===== src/common/lfc_pkg.sv =====
// package for the loop filter and ring oscillator control block
// assumes a single clock domain; widths, limits, steps and the 23/25/31/17 stage counts are named here
`default_nettype none
package lfc_pkg;
	localparam int WORD_W = 12;
	localparam int DIV_W = 4;
	localparam int STG_W = 8;
	localparam int FINE_W = 5;
	localparam int COARSE_W = 3;
	localparam logic [WORD_W-1:0] WORD_MAX = 12'h9FF;
	localparam logic [WORD_W-1:0] WORD_RST = 12'h000;
	localparam logic [DIV_W-1:0] DIV_SLOWEST = 4'h9;
	localparam logic signed [WORD_W-1:0] STEP_BIG = 12'sh020;
	localparam logic signed [WORD_W-1:0] STEP_MID = 12'sh008;
	localparam logic signed [WORD_W-1:0] STEP_ONE = 12'sh001;
	localparam logic [COARSE_W-1:0] COARSE_23 = 3'h3;
	localparam logic [COARSE_W-1:0] COARSE_31 = 3'h7;
	localparam logic [5:0] STAGES_23 = 6'h17;
	localparam logic [5:0] STAGES_25 = 6'h19;
	localparam logic [5:0] STAGES_31 = 6'h1F;
	localparam logic [5:0] STAGES_17 = 6'h11;
	localparam int BASE_FREQ_HZ = 307200;
	// comparator grades of base clock vs nominal
	typedef enum logic [2:0] {
		GR_BELOW_85,
		GR_85_95,
		GR_95_100,
		GR_100_105,
		GR_105_115,
		GR_ABOVE_115
	} lfc_grade_e;
endpackage
`default_nettype wire


===== src/design/lfc_loop_filter.sv =====
// digital loop filter driving the controlled ring oscillator
// assumes comparator grade and its done strobe come from the analog side,
// and osc cycle strobe marks each ring period; single clock ref_clk
//
// Contract
// - control word is divider field over stage field; corrections carry across.
// - step -32,-8,-1,+1,+8,+32 by base clock grade versus nominal.
// - divider values A to F beyond limits act as divider 9.
// - leave out-of-range only by normal negative corrections, no special handling; a +1, +8 or +32 step that passes FFF also leaves it by wrapping to the low words.
// - filter stable flag set when error is within five percent.
// - low five stage bits count long-point cycles out of every 32.
// - coarse 011 gives 23 stages, 25 on dithered cycles.
// - coarse 111 alternates 31 stages with 17 stages divided by two.
// - internal clock is multiply factor times 307.2 kHz base clock.
`default_nettype none
module lfc_loop_filter
	import lfc_pkg::*;
(
	input wire logic ref_clk,
	input wire logic arst_n,
	input wire logic cmpDone,
	input wire logic [2:0] cmpGrade,
	input wire logic oscCycle,
	output logic [WORD_W-1:0] ctrlWord,
	output logic [DIV_W-1:0] oscDividerCtrl,
	output logic [STG_W-1:0] oscStageCtrl,
	output logic outOfRange,
	output logic filterStableFlag,
	output logic useLong,
	output logic [5:0] stageCount,
	output logic divByTwo
);
	////////////////////////////////////////////////////////////////////////
	// reset release and input synchronisers
	logic [1:0] rstSync_ff;
	logic rstN;
	logic doneS1_ff, doneS2_ff, doneS3_ff;
	logic [2:0] gradeS1_ff, gradeS2_ff;
	logic cycS1_ff, cycS2_ff, cycS3_ff;
	logic cmpEvent, cycEvent;

	always_ff @(posedge ref_clk or negedge arst_n) begin
		if (!arst_n) begin
			rstSync_ff <= 2'b00;
		end else begin
			rstSync_ff <= {rstSync_ff[0], 1'b1};
		end
	end
	assign rstN = rstSync_ff[1];

	always_ff @(posedge ref_clk or negedge rstN) begin
		if (!rstN) begin
			doneS1_ff <= 1'b0;
			doneS2_ff <= 1'b0;
			doneS3_ff <= 1'b0;
			gradeS1_ff <= 3'h0;
			gradeS2_ff <= 3'h0;
			cycS1_ff <= 1'b0;
			cycS2_ff <= 1'b0;
			cycS3_ff <= 1'b0;
		end else begin
			doneS1_ff <= cmpDone;
			doneS2_ff <= doneS1_ff;
			doneS3_ff <= doneS2_ff;
			gradeS1_ff <= cmpGrade;
			gradeS2_ff <= gradeS1_ff;
			cycS1_ff <= oscCycle;
			cycS2_ff <= cycS1_ff;
			cycS3_ff <= cycS2_ff;
		end
	end
	// rising edge: one event per evaluation
	assign cmpEvent = doneS2_ff && !doneS3_ff;
	assign cycEvent = cycS2_ff && !cycS3_ff;

	////////////////////////////////////////////////////////////////////////
	// correction step and control word
	logic [WORD_W-1:0] word_ff, nxt_word;
	logic stable_ff, nxt_stable;
	logic signed [WORD_W-1:0] step;
	lfc_grade_e grade;

	assign grade = lfc_grade_e'(gradeS2_ff);

	always_comb begin
		step = '0;
		unique case (grade)
			GR_BELOW_85: step = -STEP_BIG;
			GR_85_95: step = -STEP_MID;
			GR_95_100: step = -STEP_ONE;
			GR_100_105: step = STEP_ONE;
			GR_105_115: step = STEP_MID;
			GR_ABOVE_115: step = STEP_BIG;
			default: step = '0;
		endcase
	end

	always_comb begin
		nxt_word = word_ff;
		nxt_stable = stable_ff;
		if (cmpEvent) begin
			// full-width add wraps freely past limits; no clamping
			nxt_word = word_ff + step;
			nxt_stable = (grade == GR_95_100) || (grade == GR_100_105);
		end
	end

	always_ff @(posedge ref_clk or negedge rstN) begin
		if (!rstN) begin
			word_ff <= WORD_RST;
			stable_ff <= 1'b0;
		end else begin
			word_ff <= nxt_word;
			stable_ff <= nxt_stable;
		end
	end

	assign ctrlWord = word_ff;
	assign oscStageCtrl = word_ff[STG_W-1:0];
	assign outOfRange = word_ff > WORD_MAX;
	// divider A..F interpreted as the slowest setting
	assign oscDividerCtrl = outOfRange ? DIV_SLOWEST : word_ff[WORD_W-1:STG_W];
	assign filterStableFlag = stable_ff;

	////////////////////////////////////////////////////////////////////////
	// field widths must join into the control word
	if (WORD_W != DIV_W + STG_W) begin : g_badWord
		$error("control word width must equal divider plus stage widths");
	end
	if (STG_W != COARSE_W + FINE_W) begin : g_badStage
		$error("stage field must split into coarse and fine parts");
	end

	////////////////////////////////////////////////////////////////////////
	// fine-adjust dither
	lfc_fine_dither u_dither (
		.ref_clk(ref_clk),
		.rstN(rstN),
		.oscCycle(cycEvent),
		.stageCtrl(word_ff[STG_W-1:0]),
		.useLong(useLong),
		.stageCount(stageCount),
		.divByTwo(divByTwo)
	);

	////////////////////////////////////////////////////////////////////////
	// checks
	property p_oneStep;
		@(posedge ref_clk) disable iff (!rstN)
		!cmpEvent |=> (word_ff == $past(word_ff));
	endproperty
	a_oneStep: assert property (p_oneStep) else $error("word moved without evaluation");
	property p_bigDown;
		@(posedge ref_clk) disable iff (!rstN)
		(cmpEvent && grade == GR_BELOW_85) |=> (word_ff == $past(word_ff) - 12'h020);
	endproperty
	a_bigDown: assert property (p_bigDown) else $error("big down step wrong");
	property p_oneUp;
		@(posedge ref_clk) disable iff (!rstN)
		(cmpEvent && grade == GR_100_105) |=> (word_ff == $past(word_ff) + 12'h001);
	endproperty
	a_oneUp: assert property (p_oneUp) else $error("unit up step wrong");
	property p_slowest;
		@(posedge ref_clk) disable iff (!rstN)
		(word_ff[WORD_W-1:STG_W] > DIV_SLOWEST) |-> (oscDividerCtrl == DIV_SLOWEST);
	endproperty
	a_slowest: assert property (p_slowest) else $error("out-of-range divider not 9");
	property p_stable;
		@(posedge ref_clk) disable iff (!rstN)
		(cmpEvent && (grade == GR_BELOW_85 || grade == GR_ABOVE_115)) |=> !filterStableFlag;
	endproperty
	a_stable: assert property (p_stable) else $error("stable set at large error");
	property p_stableSet;
		@(posedge ref_clk) disable iff (!rstN)
		(cmpEvent && grade == GR_95_100) |=> filterStableFlag;
	endproperty
	a_stableSet: assert property (p_stableSet) else $error("stable not set");
	property p_recover;
		@(posedge ref_clk) disable iff (!rstN)
		(outOfRange && !cmpEvent) |=> outOfRange;
	endproperty
	a_recover: assert property (p_recover) else $error("left range without step");
	property p_mid;
		@(posedge ref_clk) disable iff (!rstN)
		(cmpEvent && grade == GR_105_115) |=> (word_ff == $past(word_ff) + 12'h008);
	endproperty
	a_mid: assert property (p_mid) else $error("mid up step wrong");
	property p_oneDown;
		@(posedge ref_clk) disable iff (!rstN)
		(cmpEvent && grade == GR_95_100) |=> (word_ff == $past(word_ff) - 12'h001);
	endproperty
	a_oneDown: assert property (p_oneDown) else $error("unit down step wrong");
	property p_midDown;
		@(posedge ref_clk) disable iff (!rstN)
		(cmpEvent && grade == GR_85_95) |=> (word_ff == $past(word_ff) - 12'h008);
	endproperty
	a_midDown: assert property (p_midDown) else $error("mid down step wrong");
	property p_bigUp;
		@(posedge ref_clk) disable iff (!rstN)
		(cmpEvent && grade == GR_ABOVE_115) |=> (word_ff == $past(word_ff) + 12'h020);
	endproperty
	a_bigUp: assert property (p_bigUp) else $error("big up step wrong");
	property p_refused;
		@(posedge ref_clk) disable iff (!rstN)
		(cmpEvent && gradeS2_ff > 3'h5) |=> (word_ff == $past(word_ff) && !filterStableFlag);
	endproperty
	a_refused: assert property (p_refused) else $error("unused grade moved word");
	property p_stableUp;
		@(posedge ref_clk) disable iff (!rstN)
		(cmpEvent && grade == GR_100_105) |=> filterStableFlag;
	endproperty
	a_stableUp: assert property (p_stableUp) else $error("stable not set above nominal");
	c_wrap: cover property (@(posedge ref_clk) disable iff (!rstN) outOfRange);
	c_stable: cover property (@(posedge ref_clk) disable iff (!rstN) $rose(filterStableFlag));
	c_carry: cover property (@(posedge ref_clk) disable iff (!rstN)
		cmpEvent ##1 (oscDividerCtrl != $past(oscDividerCtrl)));
endmodule
`default_nettype wire


===== src/design/lfc_fine_dither.sv =====
// fine-adjust dither: picks long or short ring point per oscillator cycle
// assumes oscCycle is a one-cycle enable, one per ring oscillator period
`default_nettype none
module lfc_fine_dither
	import lfc_pkg::*;
(
	input wire logic ref_clk,
	input wire logic rstN,
	input wire logic oscCycle,
	input wire logic [STG_W-1:0] stageCtrl,
	output logic useLong,
	output logic [5:0] stageCount,
	output logic divByTwo
);
	logic [FINE_W-1:0] phase_ff;
	logic [FINE_W-1:0] nxt_phase;
	logic [COARSE_W-1:0] coarse;

	assign coarse = stageCtrl[STG_W-1:FINE_W];

	always_comb begin
		nxt_phase = phase_ff;
		if (oscCycle) begin
			nxt_phase = phase_ff + 5'h01;
		end
	end

	always_ff @(posedge ref_clk or negedge rstN) begin
		if (!rstN) begin
			phase_ff <= 5'h00;
		end else begin
			phase_ff <= nxt_phase;
		end
	end

	// long point for fine-field cycles out of every 32
	assign useLong = phase_ff < stageCtrl[FINE_W-1:0];

	always_comb begin
		stageCount = STAGES_23;
		divByTwo = 1'b0;
		if (coarse == COARSE_31) begin
			stageCount = useLong ? STAGES_17 : STAGES_31;
			divByTwo = useLong;
		end else if (coarse == COARSE_23) begin
			stageCount = useLong ? STAGES_25 : STAGES_23;
		end else begin
			stageCount = {3'h0, coarse} + 6'h10 + (useLong ? 6'h02 : 6'h00);
		end
	end

	property p_zeroShort;
		@(posedge ref_clk) disable iff (!rstN)
		(stageCtrl[FINE_W-1:0] == 5'h00) |-> !useLong;
	endproperty
	a_zeroShort: assert property (p_zeroShort) else $error("fine zero must keep short point");
	property p_ring23;
		@(posedge ref_clk) disable iff (!rstN)
		(coarse == COARSE_23) |-> (stageCount == (useLong ? STAGES_25 : STAGES_23));
	endproperty
	a_ring23: assert property (p_ring23) else $error("ring stage count wrong");
	property p_ring31;
		@(posedge ref_clk) disable iff (!rstN)
		(coarse == COARSE_31 && useLong) |-> (divByTwo && stageCount == STAGES_17);
	endproperty
	a_ring31: assert property (p_ring31) else $error("divided ring setting wrong");
	c_long: cover property (@(posedge ref_clk) disable iff (!rstN) useLong && divByTwo);
endmodule
`default_nettype wire


===== config.mk =====
export PLATFORM = sky130hd
export DESIGN_NAME = lfc_loop_filter
export DESIGN_NICKNAME = d
export VERILOG_FILES = /design/src/common/lfc_pkg.sv /design/src/design/lfc_loop_filter.sv /design/src/design/lfc_fine_dither.sv
export SDC_FILE = /design/constraint.sdc
export NUM_CORES = 1
export LEC_CHECK = 0
export BUFFER_PORTS_ARGS = -buffer_cell sky130_fd_sc_hd__buf_2
export CORE_MARGIN = 1
export CORE_UTILIZATION = 30
export CTS_BUF_LIST = sky130_fd_sc_hd__clkbuf_4
export DETAILED_ROUTE_END_ITERATION = 10
export GPL_TIMING_DRIVEN = 1
export PLACE_DENSITY = 0.51
export SYNTH_ARGS = -nofsm -noshare
export SYNTH_HDL_FRONTEND = slang
export SYNTH_HIERARCHICAL = 1
export SYNTH_SLANG_ARGS = --single-unit

===== constraint.sdc =====
create_clock -name ref_clk -period 2.5 [get_ports ref_clk]
set_input_delay 0.25 -clock ref_clk [delete_from_list [all_inputs] [get_ports ref_clk]]
set_output_delay 0.25 -clock ref_clk [all_outputs]
set_load 0.005 [all_outputs]

* Word level (Yosys, flattened, before mapping)
Cells that the tools add are included.
Word-level totals: bits in registers 32, latch bits 0, bits in writable memories 0, bits in read-only memories 0, output and inout port bits 34, logic and storage cells 39, memories kept 0
Operators by class: add/sub/neg operators 4, $mul 0, div/mod/pow operators 0, order comparisons 2, eq/ne operators 7, shifts and indexed selects 0, mux-type cells 8, bitwise gates (word level) 0, reductions and logical operators 6
Operators with widths (number):
- one-hot mux 12 bit (6 select lines) | 1
- adder 12 bit | 1
- > comparator 12 bit, second input constant | 1
- two-way mux 4 bit | 3
- two-way mux 6 bit | 2
- equality test 3 x 2 -> 1 bit, second input constant | 3
- equality test 3 bit, second input constant | 3
- adder 3 x 5 -> 6 bit, second input constant | 1
- adder 6 bit | 1
- adder 5 x 1 -> 5 bit, second input constant | 1
- less-than comparator 5 bit | 1
- equality test 3 x 1 -> 1 bit, second input constant | 1
- logical NOT 3 bit | 1
- logical AND 1 bit | 2
- logical NOT 1 bit | 2
- two-way mux 2 bit | 1
- logical OR 1 bit | 1
- two-way mux 1 bit | 1

* Longest topological paths before layout
Gate-level depths: netlist of the first run.
depth in word-level cells 5, gate-level depth with buffers 10

* Hierarchy
The synthesis of the first run kept the hierarchy.
Modules (own cells, without submodules):
- lfc_loop_filter | instances 1, cells an instance 157, area an instance 1515.2 µm², sequential area each 675.6 µm²
- lfc_fine_dither | instances 1, cells an instance 43, area an instance 415.4 µm², sequential area each 125.1 µm²

* Least setup slack after synthesis of the first run
No wires, ideal clock.
path kind flip-flop to flip-flop, start point register gradeS2_ff[2], in the netlist grade[2], end point register word_ff[8], in the netlist ctrlWord[8], library setup time 126 ps, data arrival time 2142 ps, setup slack 232 ps, stages on the path, launching flop included 11, cell sequence dfrtp_1 nand2b_1 inv_1 ha_1 inv_1 fa_1 nand2b_1 a21o_1 and2_1 o2111a_1 a221o_1
Between the ends: cells in the longest elaborated chain, start to end 3
Ends and longest elaborated chain:
- start: declaration | line lfc_loop_filter.sv:38 | logic [2:0] gradeS1_ff, gradeS2_ff;
- start signal: assignment | line lfc_loop_filter.sv:66 | gradeS2_ff <= gradeS1_ff;
- equality test 3 bit (tied with other cells) | line lfc_loop_filter.sv:87 | unique case (grade)
- one-hot mux 12 bit (6 select lines) (*) | line lfc_loop_filter.sv:87
- adder 12 bit (*) | line lfc_loop_filter.sv:103 | nxt_word = word_ff + step;
- end signal: assignment | line lfc_loop_filter.sv:113 | word_ff <= nxt_word;
- end: declaration | line lfc_loop_filter.sv:78 | logic [WORD_W-1:0] word_ff, nxt_word;
Every way passes the cells marked *; elsewhere a longest branch is shown, timed or not. A chain may end at the register's enable or synchronous reset.

* Worst setup path in the final report of the first run
start point register u_dither.phase_ff[3], end point output port stageCount[2]
Between the ends: cells in the longest elaborated chain, start to end 5
Ends and longest elaborated chain:
- start: declaration | line lfc_fine_dither.sv:15 | logic [FINE_W-1:0] phase_ff;
- start signal: assignment | line lfc_fine_dither.sv:32 | phase_ff <= nxt_phase;
- less-than comparator 5 bit (*) | line lfc_fine_dither.sv:37 | assign useLong = phase_ff < stageCtrl[FINE_W-1:0];
- two-way mux 2 bit | line lfc_fine_dither.sv:48 | stageCount = {3'h0, coarse} + 6'h10 + (useLong ? 6'h02 : 6'h00);
- adder 6 bit | line lfc_fine_dither.sv:48
- two-way mux 6 bit | line lfc_fine_dither.sv:45 | end else if (coarse == COARSE_23) begin
- two-way mux 6 bit (*) | line lfc_fine_dither.sv:42 | if (coarse == COARSE_31) begin
- end: declaration | line lfc_loop_filter.sv:30 | output logic [5:0] stageCount,
Marked as above.

==> results.sh, run 1 <==
export IMPL_run_status="complete, no violations"
export IMPL_dominantRegCellSynth="sky130_fd_sc_hd__dfrtp_1"
export IMPL_share_of_total_power_consumed_by_net_switching_pct=39.7
export IMPL_fin_cells=325
export IMPL_timing_critical_path_slowest_stage_cell="sky130_fd_sc_hd__dfrtp_1"
export IMPL_maxCapViolCount=0
export IMPL_drt_first_iter_violations=59
export IMPL_num_antenna_cells=0
export IMPL_synthAdderAreaFrac_pct=12.1
export IMPL_htree_levels=2
export IMPL_timing_worst_slew_pin_value_ns=0.703
export IMPL_timing_worst_setup_path_type="flop to output pin"
export IMPL_critical_path_cell_count=8
export IMPL_endpoint_kind="output pin"
export IMPL_place_gp_congestion=0.784
export IMPL_clk_insertion_delay_late_ns=0.34
export IMPL_combinational_family_with_the_most_area_after_synthesis="compound AO/OA/AOI/OAI gates"
export IMPL_critPathLaunchType="flop"
export IMPL_power_share_clock_pct=14.5
export IMPL_cts_root_buf="sky130_fd_sc_hd__clkbuf_4"
export IMPL_reg2reg_depth=10
export IMPL_seq_area_frac_synth_pct=41.5
export IMPL_std_cell_rows=28
export IMPL_final_setup_skew_ns=0.00982
export IMPL_dieArea_sq_um=6760
export IMPL_report_final_hold_viol_count=0
export IMPL_areaGrowthSynthToFinish_pct=23.2
export IMPL_place_port_buffers=38
export IMPL_detail_route_vias_per_cell=4.72
export IMPL_max_slew_margin_rel_pct=53.1
export IMPL_chipWidth_um=82.2
export IMPL_floorplan_die_height_um=82.2
export IMPL_final_period_utilization_pct=96.2
export IMPL_fin_util_pct=39.2
export IMPL_simple_gate_share_of_the_synthesized_area_pct=14.9
export IMPL_hpwlAfterDp_um=2890
export IMPL_synth_area_leaders="sky130_fd_sc_hd__dfrtp_1 41%, sky130_fd_sc_hd__ha_1 11%, sky130_fd_sc_hd__nand2_1 5.1%, sky130_fd_sc_hd__buf_4 3.9%, sky130_fd_sc_hd__a21oi_1 3.4%"
export IMPL_timing_critical_path_fanout_max=6
export IMPL_drcViolationCount=0
export IMPL_grt_pass1_vias=1333
export IMPL_ys_seq_elements=32
export IMPL_yosys_top_cells_count="32 x sky130_fd_sc_hd__dfrtp_1, 26 x sky130_fd_sc_hd__nand2_1, 17 x sky130_fd_sc_hd__ha_1"
export IMPL_netlist_cell_type_count=42
export IMPL_synth_xor_area_share_pct=5.90
export IMPL_initial_utilization_pct=31.9
export IMPL_dp_cells=299
export IMPL_cp_common_cell="sky130_fd_sc_hd__ha_1"
export IMPL_fp_coreArea_sq_um=6060
export IMPL_grt_first_pass_wirelength_um=6180
export IMPL_maxSlewViolCount=0
export IMPL_timing_fmax_mhz=416
export IMPL_grt_use_total_pct=12.4
export IMPL_intPower_mw=1.68
export IMPL_sequential_cell_fraction_of_total_power_pct=29.8
export IMPL_cts_inserted_buffers=5
export IMPL_totalWireLength_um=3980
export IMPL_tritoncts="done"
export IMPL_via_count=1533
export IMPL_layout_drive_gt1_share_pct=29.2
export IMPL_async_reset_ff_share_pct=100
export IMPL_antenna_found_initial=0
export IMPL_muxShareOfSynthArea_pct=1.17
export IMPL_netSwitchingPower_mw=1.11
export IMPL_timing_critical_path_max_delay_family="adder cells"
export IMPL_synth_edf_count=0
export IMPL_synthesis_area_per_instance_sq_um=9.65
export IMPL_setup_viol_count_final=0
export IMPL_fillers=619
export IMPL_crit_path_max_incr_delay_ns=0.42
export IMPL_worst_endpoint_arrival_ns=2.16
export IMPL_cellLeakagePower_nw=1.15
export IMPL_detailedRoute_firstPassIterationCount=4
export IMPL_route_antenna_remaining_nets=0
export IMPL_gr_total_overflow=0
export IMPL_avgRoutedWirePerCell_um=12.2
export IMPL_syn_inst=200
export IMPL_synth_fp_nets=225
export IMPL_cts_buffer_depth=2
export IMPL_synth_compound_area_share_pct=16.7
export IMPL_yosysWarningCount=6
export IMPL_register_area_sq_um=803
export IMPL_crit_path_cell_trace="ha_1 > nand4_1 > o221a_4 > and2_1 > ha_1 > nand2_1 > o21ai_1 > buf_2"
export IMPL_grt_max_degree=18
export IMPL_cts_clk_slew_worst_paths_ns=0.11
export IMPL_grt_setup_unrepaired="yes"
export IMPL_tritoncts_num_sinks=32
export IMPL_regToRegSetupSlack_ns=0.13
export IMPL_worst_ir_drop_vdd_mv=0.570
export IMPL_fin_nets=274
export IMPL_postLayoutCellArea_sq_um=2380
export IMPL_power_density_nw_per_um2=1170
export IMPL_timing_critical_path_buf_inv=1
export IMPL_area_used_by_multi_input_combinational_logic_sq_um=1000
export IMPL_netlist_area_sq_um=1930
export IMPL_ioPinCount=41
export IMPL_worstPathRequired_ns=2.25
export IMPL_period_minus_slack_ns=2.41
export IMPL_post_synth_top_area_cell="sky130_fd_sc_hd__dfrtp_1"
export IMPL_synth_top_area_share_pct=41.5
export IMPL_min_path_type="input pin to async pin"
export IMPL_synthMostInstantiatedCell="sky130_fd_sc_hd__dfrtp_1"
export IMPL_power_combinational_fraction_pct=55.7
export IMPL_dpl_instance_area_sq_um=2140
## path summary, 6_finish.rpt
path / startpoint / to
max: u_dither/phase_ff[3] / stageCount[2]
min: arst_n / rstSync_ff[0]
max reg2reg: grade[2] / ctrlWord[8]
min reg2reg: rstSync_ff[1] / cycS2_ff
max in group asynchronous: rstSync_ff[1] / ctrlWord[1]
min in group ref_clk: gradeS1_ff[2] / grade[2]
## worst reg2reg max path: stages (launching register included)
cell	delay, ns
sky130_fd_sc_hd__dfrtp_1	0.40
sky130_fd_sc_hd__nand2b_1	0.16
sky130_fd_sc_hd__inv_1	0.08
sky130_fd_sc_hd__ha_2	0.19
sky130_fd_sc_hd__inv_1	0.06
sky130_fd_sc_hd__fa_1	0.39
sky130_fd_sc_hd__nand2b_4	0.16
sky130_fd_sc_hd__a21o_1	0.18
sky130_fd_sc_hd__and2_1	0.15
sky130_fd_sc_hd__o2111a_1	0.24
sky130_fd_sc_hd__a221o_1	0.25
## timing repair
action,in CTS,in global routing
resized for setup,1,3
endpoints found under the hold margin,4,3
pin swaps,0,1
endpoints found under the setup margin,1,4
hold buffers,3,3
buffers inserted,2,10
## through the flow
stage	total power [mW]	hold WS, ns	setup slack, ns	TNS (ns)
global route	3.06	0.181	-0.0307	-0.0307
finish	2.79	0.204	0.0939	0
floorplan	1.81	-0.0456	0.232	0
detailed placement	2.20	0.0357	0.102	0
global placement	2.18	0.0363	0.159	0
CTS	2.64	0.000273	0.00566	0
## state kept, by name, summed over array words and instances (netlist names)
register,count
grade,3
doneS2_ff,1
ctrlWord,12
cycS1_ff,1
doneS1_ff,1
rstSync_ff,2
gradeS1_ff,3
filterStableFlag,1
cycS3_ff,1
doneS3_ff,1
cycS2_ff,1
u_dither/phase_ff,5
## kinds of logic (layout without fill, tap and decap cells)
group / count (synthesis) / after routing
AO/OA/AOI/OAI: 47 / 47
flip-flops: 32 / 32
multiplexers: 2 / 2
adder cells (fa/ha/maj): 18 / 18
XOR/XNOR: 13 / 13
other: 3 / 3
AND/OR/NAND/NOR: 58 / 58
buffers and inverters: 27 / 77
## power by group through the flow
stage	combinational, mW	sequential [mW]	clock [mW]
floorplan	0.989	0.823	0
global placement	1.30	0.873	0
detailed placement	1.32	0.878	0
CTS	1.37	0.853	0.419
global route	1.76	0.859	0.444
finish	1.55	0.830	0.405
## area by class of cell
cell class                      instances  area share, %
Multi-Input combinational cell        141           42.1
Sequential cell                        32           33.8
Timing Repair Buffer                   59           15.3
Tap cell                               75           3.95
Clock buffer                            6           1.89
Inverter                               10           1.58
Clock inverter                          2           1.47
## placed cells by master (no fill, tap or decap), drive strengths merged, types with 3 or more instances in the layout
cell type and count:
ha 17, buf 53, dfrtp 32, xnor2 7
dlygate4sd3 6, clkbuf 6, nand4 7, nor2b 5
nand2b 6, inv 10, xor2 6, nor2 5
conb 3, o21ai 15, nand2 26, o211ai 3
a21oi 13
## routing by layer
layer | global-route usage (%) | routed length [um] | vias to the layer above
met2 | 18.4 | 1780 | 31
met3 | 3.30 | 131 | 6
met5 | 0 | 0 | -
li1 | - | - | 787
met1 | 16.8 | 2000 | 709
met4 | 5.26 | 68 | 0
Power figures use the tool's default switching activity.
==> inputs of run 2 (changes only) <==
--- a/config.mk
+++ b/config.mk
@@ -6,6 +6,7 @@
 export NUM_CORES = 1
 export LEC_CHECK = 0
 export BUFFER_PORTS_ARGS = -buffer_cell sky130_fd_sc_hd__buf_2
+export CORE_ASPECT_RATIO = 1.2
 export CORE_MARGIN = 1
 export CORE_UTILIZATION = 30
 export CTS_BUF_LIST = sky130_fd_sc_hd__clkbuf_4
==> run 2 against run 1 <==
- fmax is 0.21% lower
- setup slack worse by 0.0050 ns
- register-to-register slack better by 0.04 ns
- design area is 1.4% lower
- critical path type unchanged
- largest cell class unchanged
- highest routed layer unchanged
==> results.sh, run 2 (same netlist as run 1, synthesis figures left out) <==
export IMPL_regToRegSetupSlack_ns=0.17
export IMPL_final_cell_mix="38 x sky130_fd_sc_hd__buf_2, 30 x sky130_fd_sc_hd__dfrtp_1, 26 x sky130_fd_sc_hd__nand2_1"
export IMPL_fin_nets=271
export IMPL_timing_critical_path_slowest_stage_cell="sky130_fd_sc_hd__dfrtp_1"
export IMPL_period_minus_slack_ns=2.41
export IMPL_worstPathRequired_ns=2.25
export IMPL_report_final_hold_viol_count=0
export IMPL_timing_worst_setup_path_type="flop to output pin"
export IMPL_drt_first_iter_violations=38
export IMPL_run_status="complete, no violations"
export IMPL_fp_coreArea_sq_um=6130
export IMPL_grt_use_total_pct=11.7
export IMPL_power_density_nw_per_um2=1100
export IMPL_crit_path_cell_trace="ha_4 > nand4_1 > o221a_4 > and2_1 > ha_1 > nand2_1 > o21ai_1 > buf_2"
export IMPL_critPathLaunchType="flop"
export IMPL_cts_clk_slew_worst_paths_ns=0.10
export IMPL_timing_critical_path_fanout_max=6
export IMPL_most_common_library_cell_in_the_layout_ignoring_fill_and_taps="sky130_fd_sc_hd__buf_2"
export IMPL_final_setup_skew_ns=0.00691
export IMPL_totalWireLength_um=3780
export IMPL_chipWidth_um=75.2
export IMPL_largest_register_ff_count=12
export IMPL_via_count=1519
export IMPL_tritoncts="done"
export IMPL_place_gp_congestion=0.767
export IMPL_cts_buffer_depth=2
export IMPL_final_period_utilization_pct=96.4
export IMPL_initial_utilization_pct=31.5
export IMPL_crit_path_max_incr_delay_ns=0.46
export IMPL_gr_total_overflow=0
export IMPL_timing_fmax_mhz=415
export IMPL_worst_endpoint_arrival_ns=2.16
export IMPL_setup_total_negative_slack_ns=0
export IMPL_dp_cells=307
export IMPL_antenna_found_initial=0
export IMPL_worst_r2r_endpoint="ctrlWord[8]"
export IMPL_clk_insertion_delay_late_ns=0.34
export IMPL_max_slew_margin_rel_pct=52.6
export IMPL_htree_levels=2
export IMPL_grt_first_pass_wirelength_um=6000
export IMPL_ioPinCount=41
export IMPL_grt_max_degree=22
export IMPL_avgRoutedWirePerCell_um=11.5
export IMPL_place_port_buffers=38
export IMPL_sequential_cell_fraction_of_total_power_pct=32.5
export IMPL_share_of_total_power_consumed_by_net_switching_pct=41.1
export IMPL_reg2reg_depth=10
export IMPL_setup_viol_count_final=0
export IMPL_timing_worst_slew_pin_value_ns=0.711
export IMPL_cellLeakagePower_nw=1.11
export IMPL_dieArea_sq_um=6760
export IMPL_maxSlewViolCount=0
export IMPL_cts_inserted_buffers=5
export IMPL_min_path_type="input pin to async pin"
export IMPL_worst_ir_drop_vdd_mv=0.347
export IMPL_power_combinational_fraction_pct=56.1
export IMPL_areaGrowthSynthToFinish_pct=21.5
export IMPL_detail_route_vias_per_cell=4.62
export IMPL_endpoint_kind="output pin"
export IMPL_netSwitchingPower_mw=1.06
export IMPL_num_antenna_cells=0
export IMPL_hpwlAfterDp_um=2740
export IMPL_tritoncts_num_sinks=32
export IMPL_drcViolationCount=0
export IMPL_std_cell_rows=31
export IMPL_maxCapViolCount=0
export IMPL_r2r_start="grade[2]"
export IMPL_detailedRoute_firstPassIterationCount=4
export IMPL_cts_root_buf="sky130_fd_sc_hd__clkbuf_4"
export IMPL_floorplan_die_height_um=89.9
export IMPL_intPower_mw=1.52
export IMPL_power_share_clock_pct=11.4
export IMPL_fin_cells=329
export IMPL_layout_drive_gt1_share_pct=27.9
export IMPL_grt_pass1_vias=1298
export IMPL_route_antenna_remaining_nets=0
[run 2: changes by cell type in the layout (fill, tap and decap cells not counted), sizes merged]
cell / previous run / this run
buf: 53 / 50
bufinv: 1 / 0
clkinvlp: 0 / 1
[run 2: worst max-delay path: cells and delay by family (launching register included)]
family / cells / cell delay [ns]
compound gates: 2 / 0.35
simple gates: 3 / 0.34
flops: 1 / 0.46
fa+ha+maj: 2 / 0.56
buf+inv: 1 / 0.12
[run 2: power groups by stage]
stage               Sequential (mW)  Clock, mW  Combinational, mW
finish                        0.839      0.295               1.45
CTS                           0.851      0.312               1.37
detailed placement            0.875          0               1.32
global placement              0.865          0               1.32
global route                  0.872      0.328               1.66
floorplan                     0.823          0              0.989
[run 2: timing repair]
action,4_1_cts,5_1_grt
resized for setup,1,3
buffers inserted,2,6
gates cloned,0,0
hold buffers,6,0
setup endpoints to repair,1,2
hold endpoints to repair,7,0
[run 2: metrics by stage]
step	setup WS [ns]	util (%)	hold slack (ns)	total power [mW]	cell area, sq um
global route	-0.0144	38.3	0.203	2.86	2350
global placement	0.145	35.1	0.0362	2.19	2150
CTS	0.0401	37.3	0.190	2.54	2280
finish	0.0889	38.3	0.214	2.58	2350
detailed placement	0.119	35.1	0.0373	2.20	2150
floorplan	0.232	-	-0.0456	1.81	1930
[run 2: routing by layer]
metal / up-vias / wire, um / track usage [%]
li1: 778 / - / -
met5: - / 0 / 0
met1: 697 / 1810 / 15.3
met4: 0 / 83 / 6.02
met3: 8 / 166 / 2.69
met2: 36 / 1720 / 17.6
[run 2: worst max-delay path by stage]
| stage | startpoint | to | slack [ns] | cells past startpoint |
|---|---|---|---|---|
| floorplan | grade[2] | ctrlWord[8] | 0.23 | 10 |
| global placement | grade[2] | ctrlWord[8] | 0.14 | 10 |
| detailed placement | grade[2] | ctrlWord[8] | 0.12 | 10 |
| CTS | ctrlWord[3] | stageCount[2] | 0.04 | 9 |
| global route | u_dither/phase_ff[2] | stageCount[2] | -0.01 | 8 |
| finish | u_dither/phase_ff[2] | stageCount[2] | 0.09 | 8 |
[run 2: area by class of cell]
type / instances / area (sq um)
clock buffer: 6 / 45.0
timing repair buffer: 56 / 340
multi-input combinational: 141 / 1010
sequential: 32 / 803
tap: 82 / 103
fill: 637 / 3780
clock inverter: 2 / 11.3
inverter: 10 / 37.5
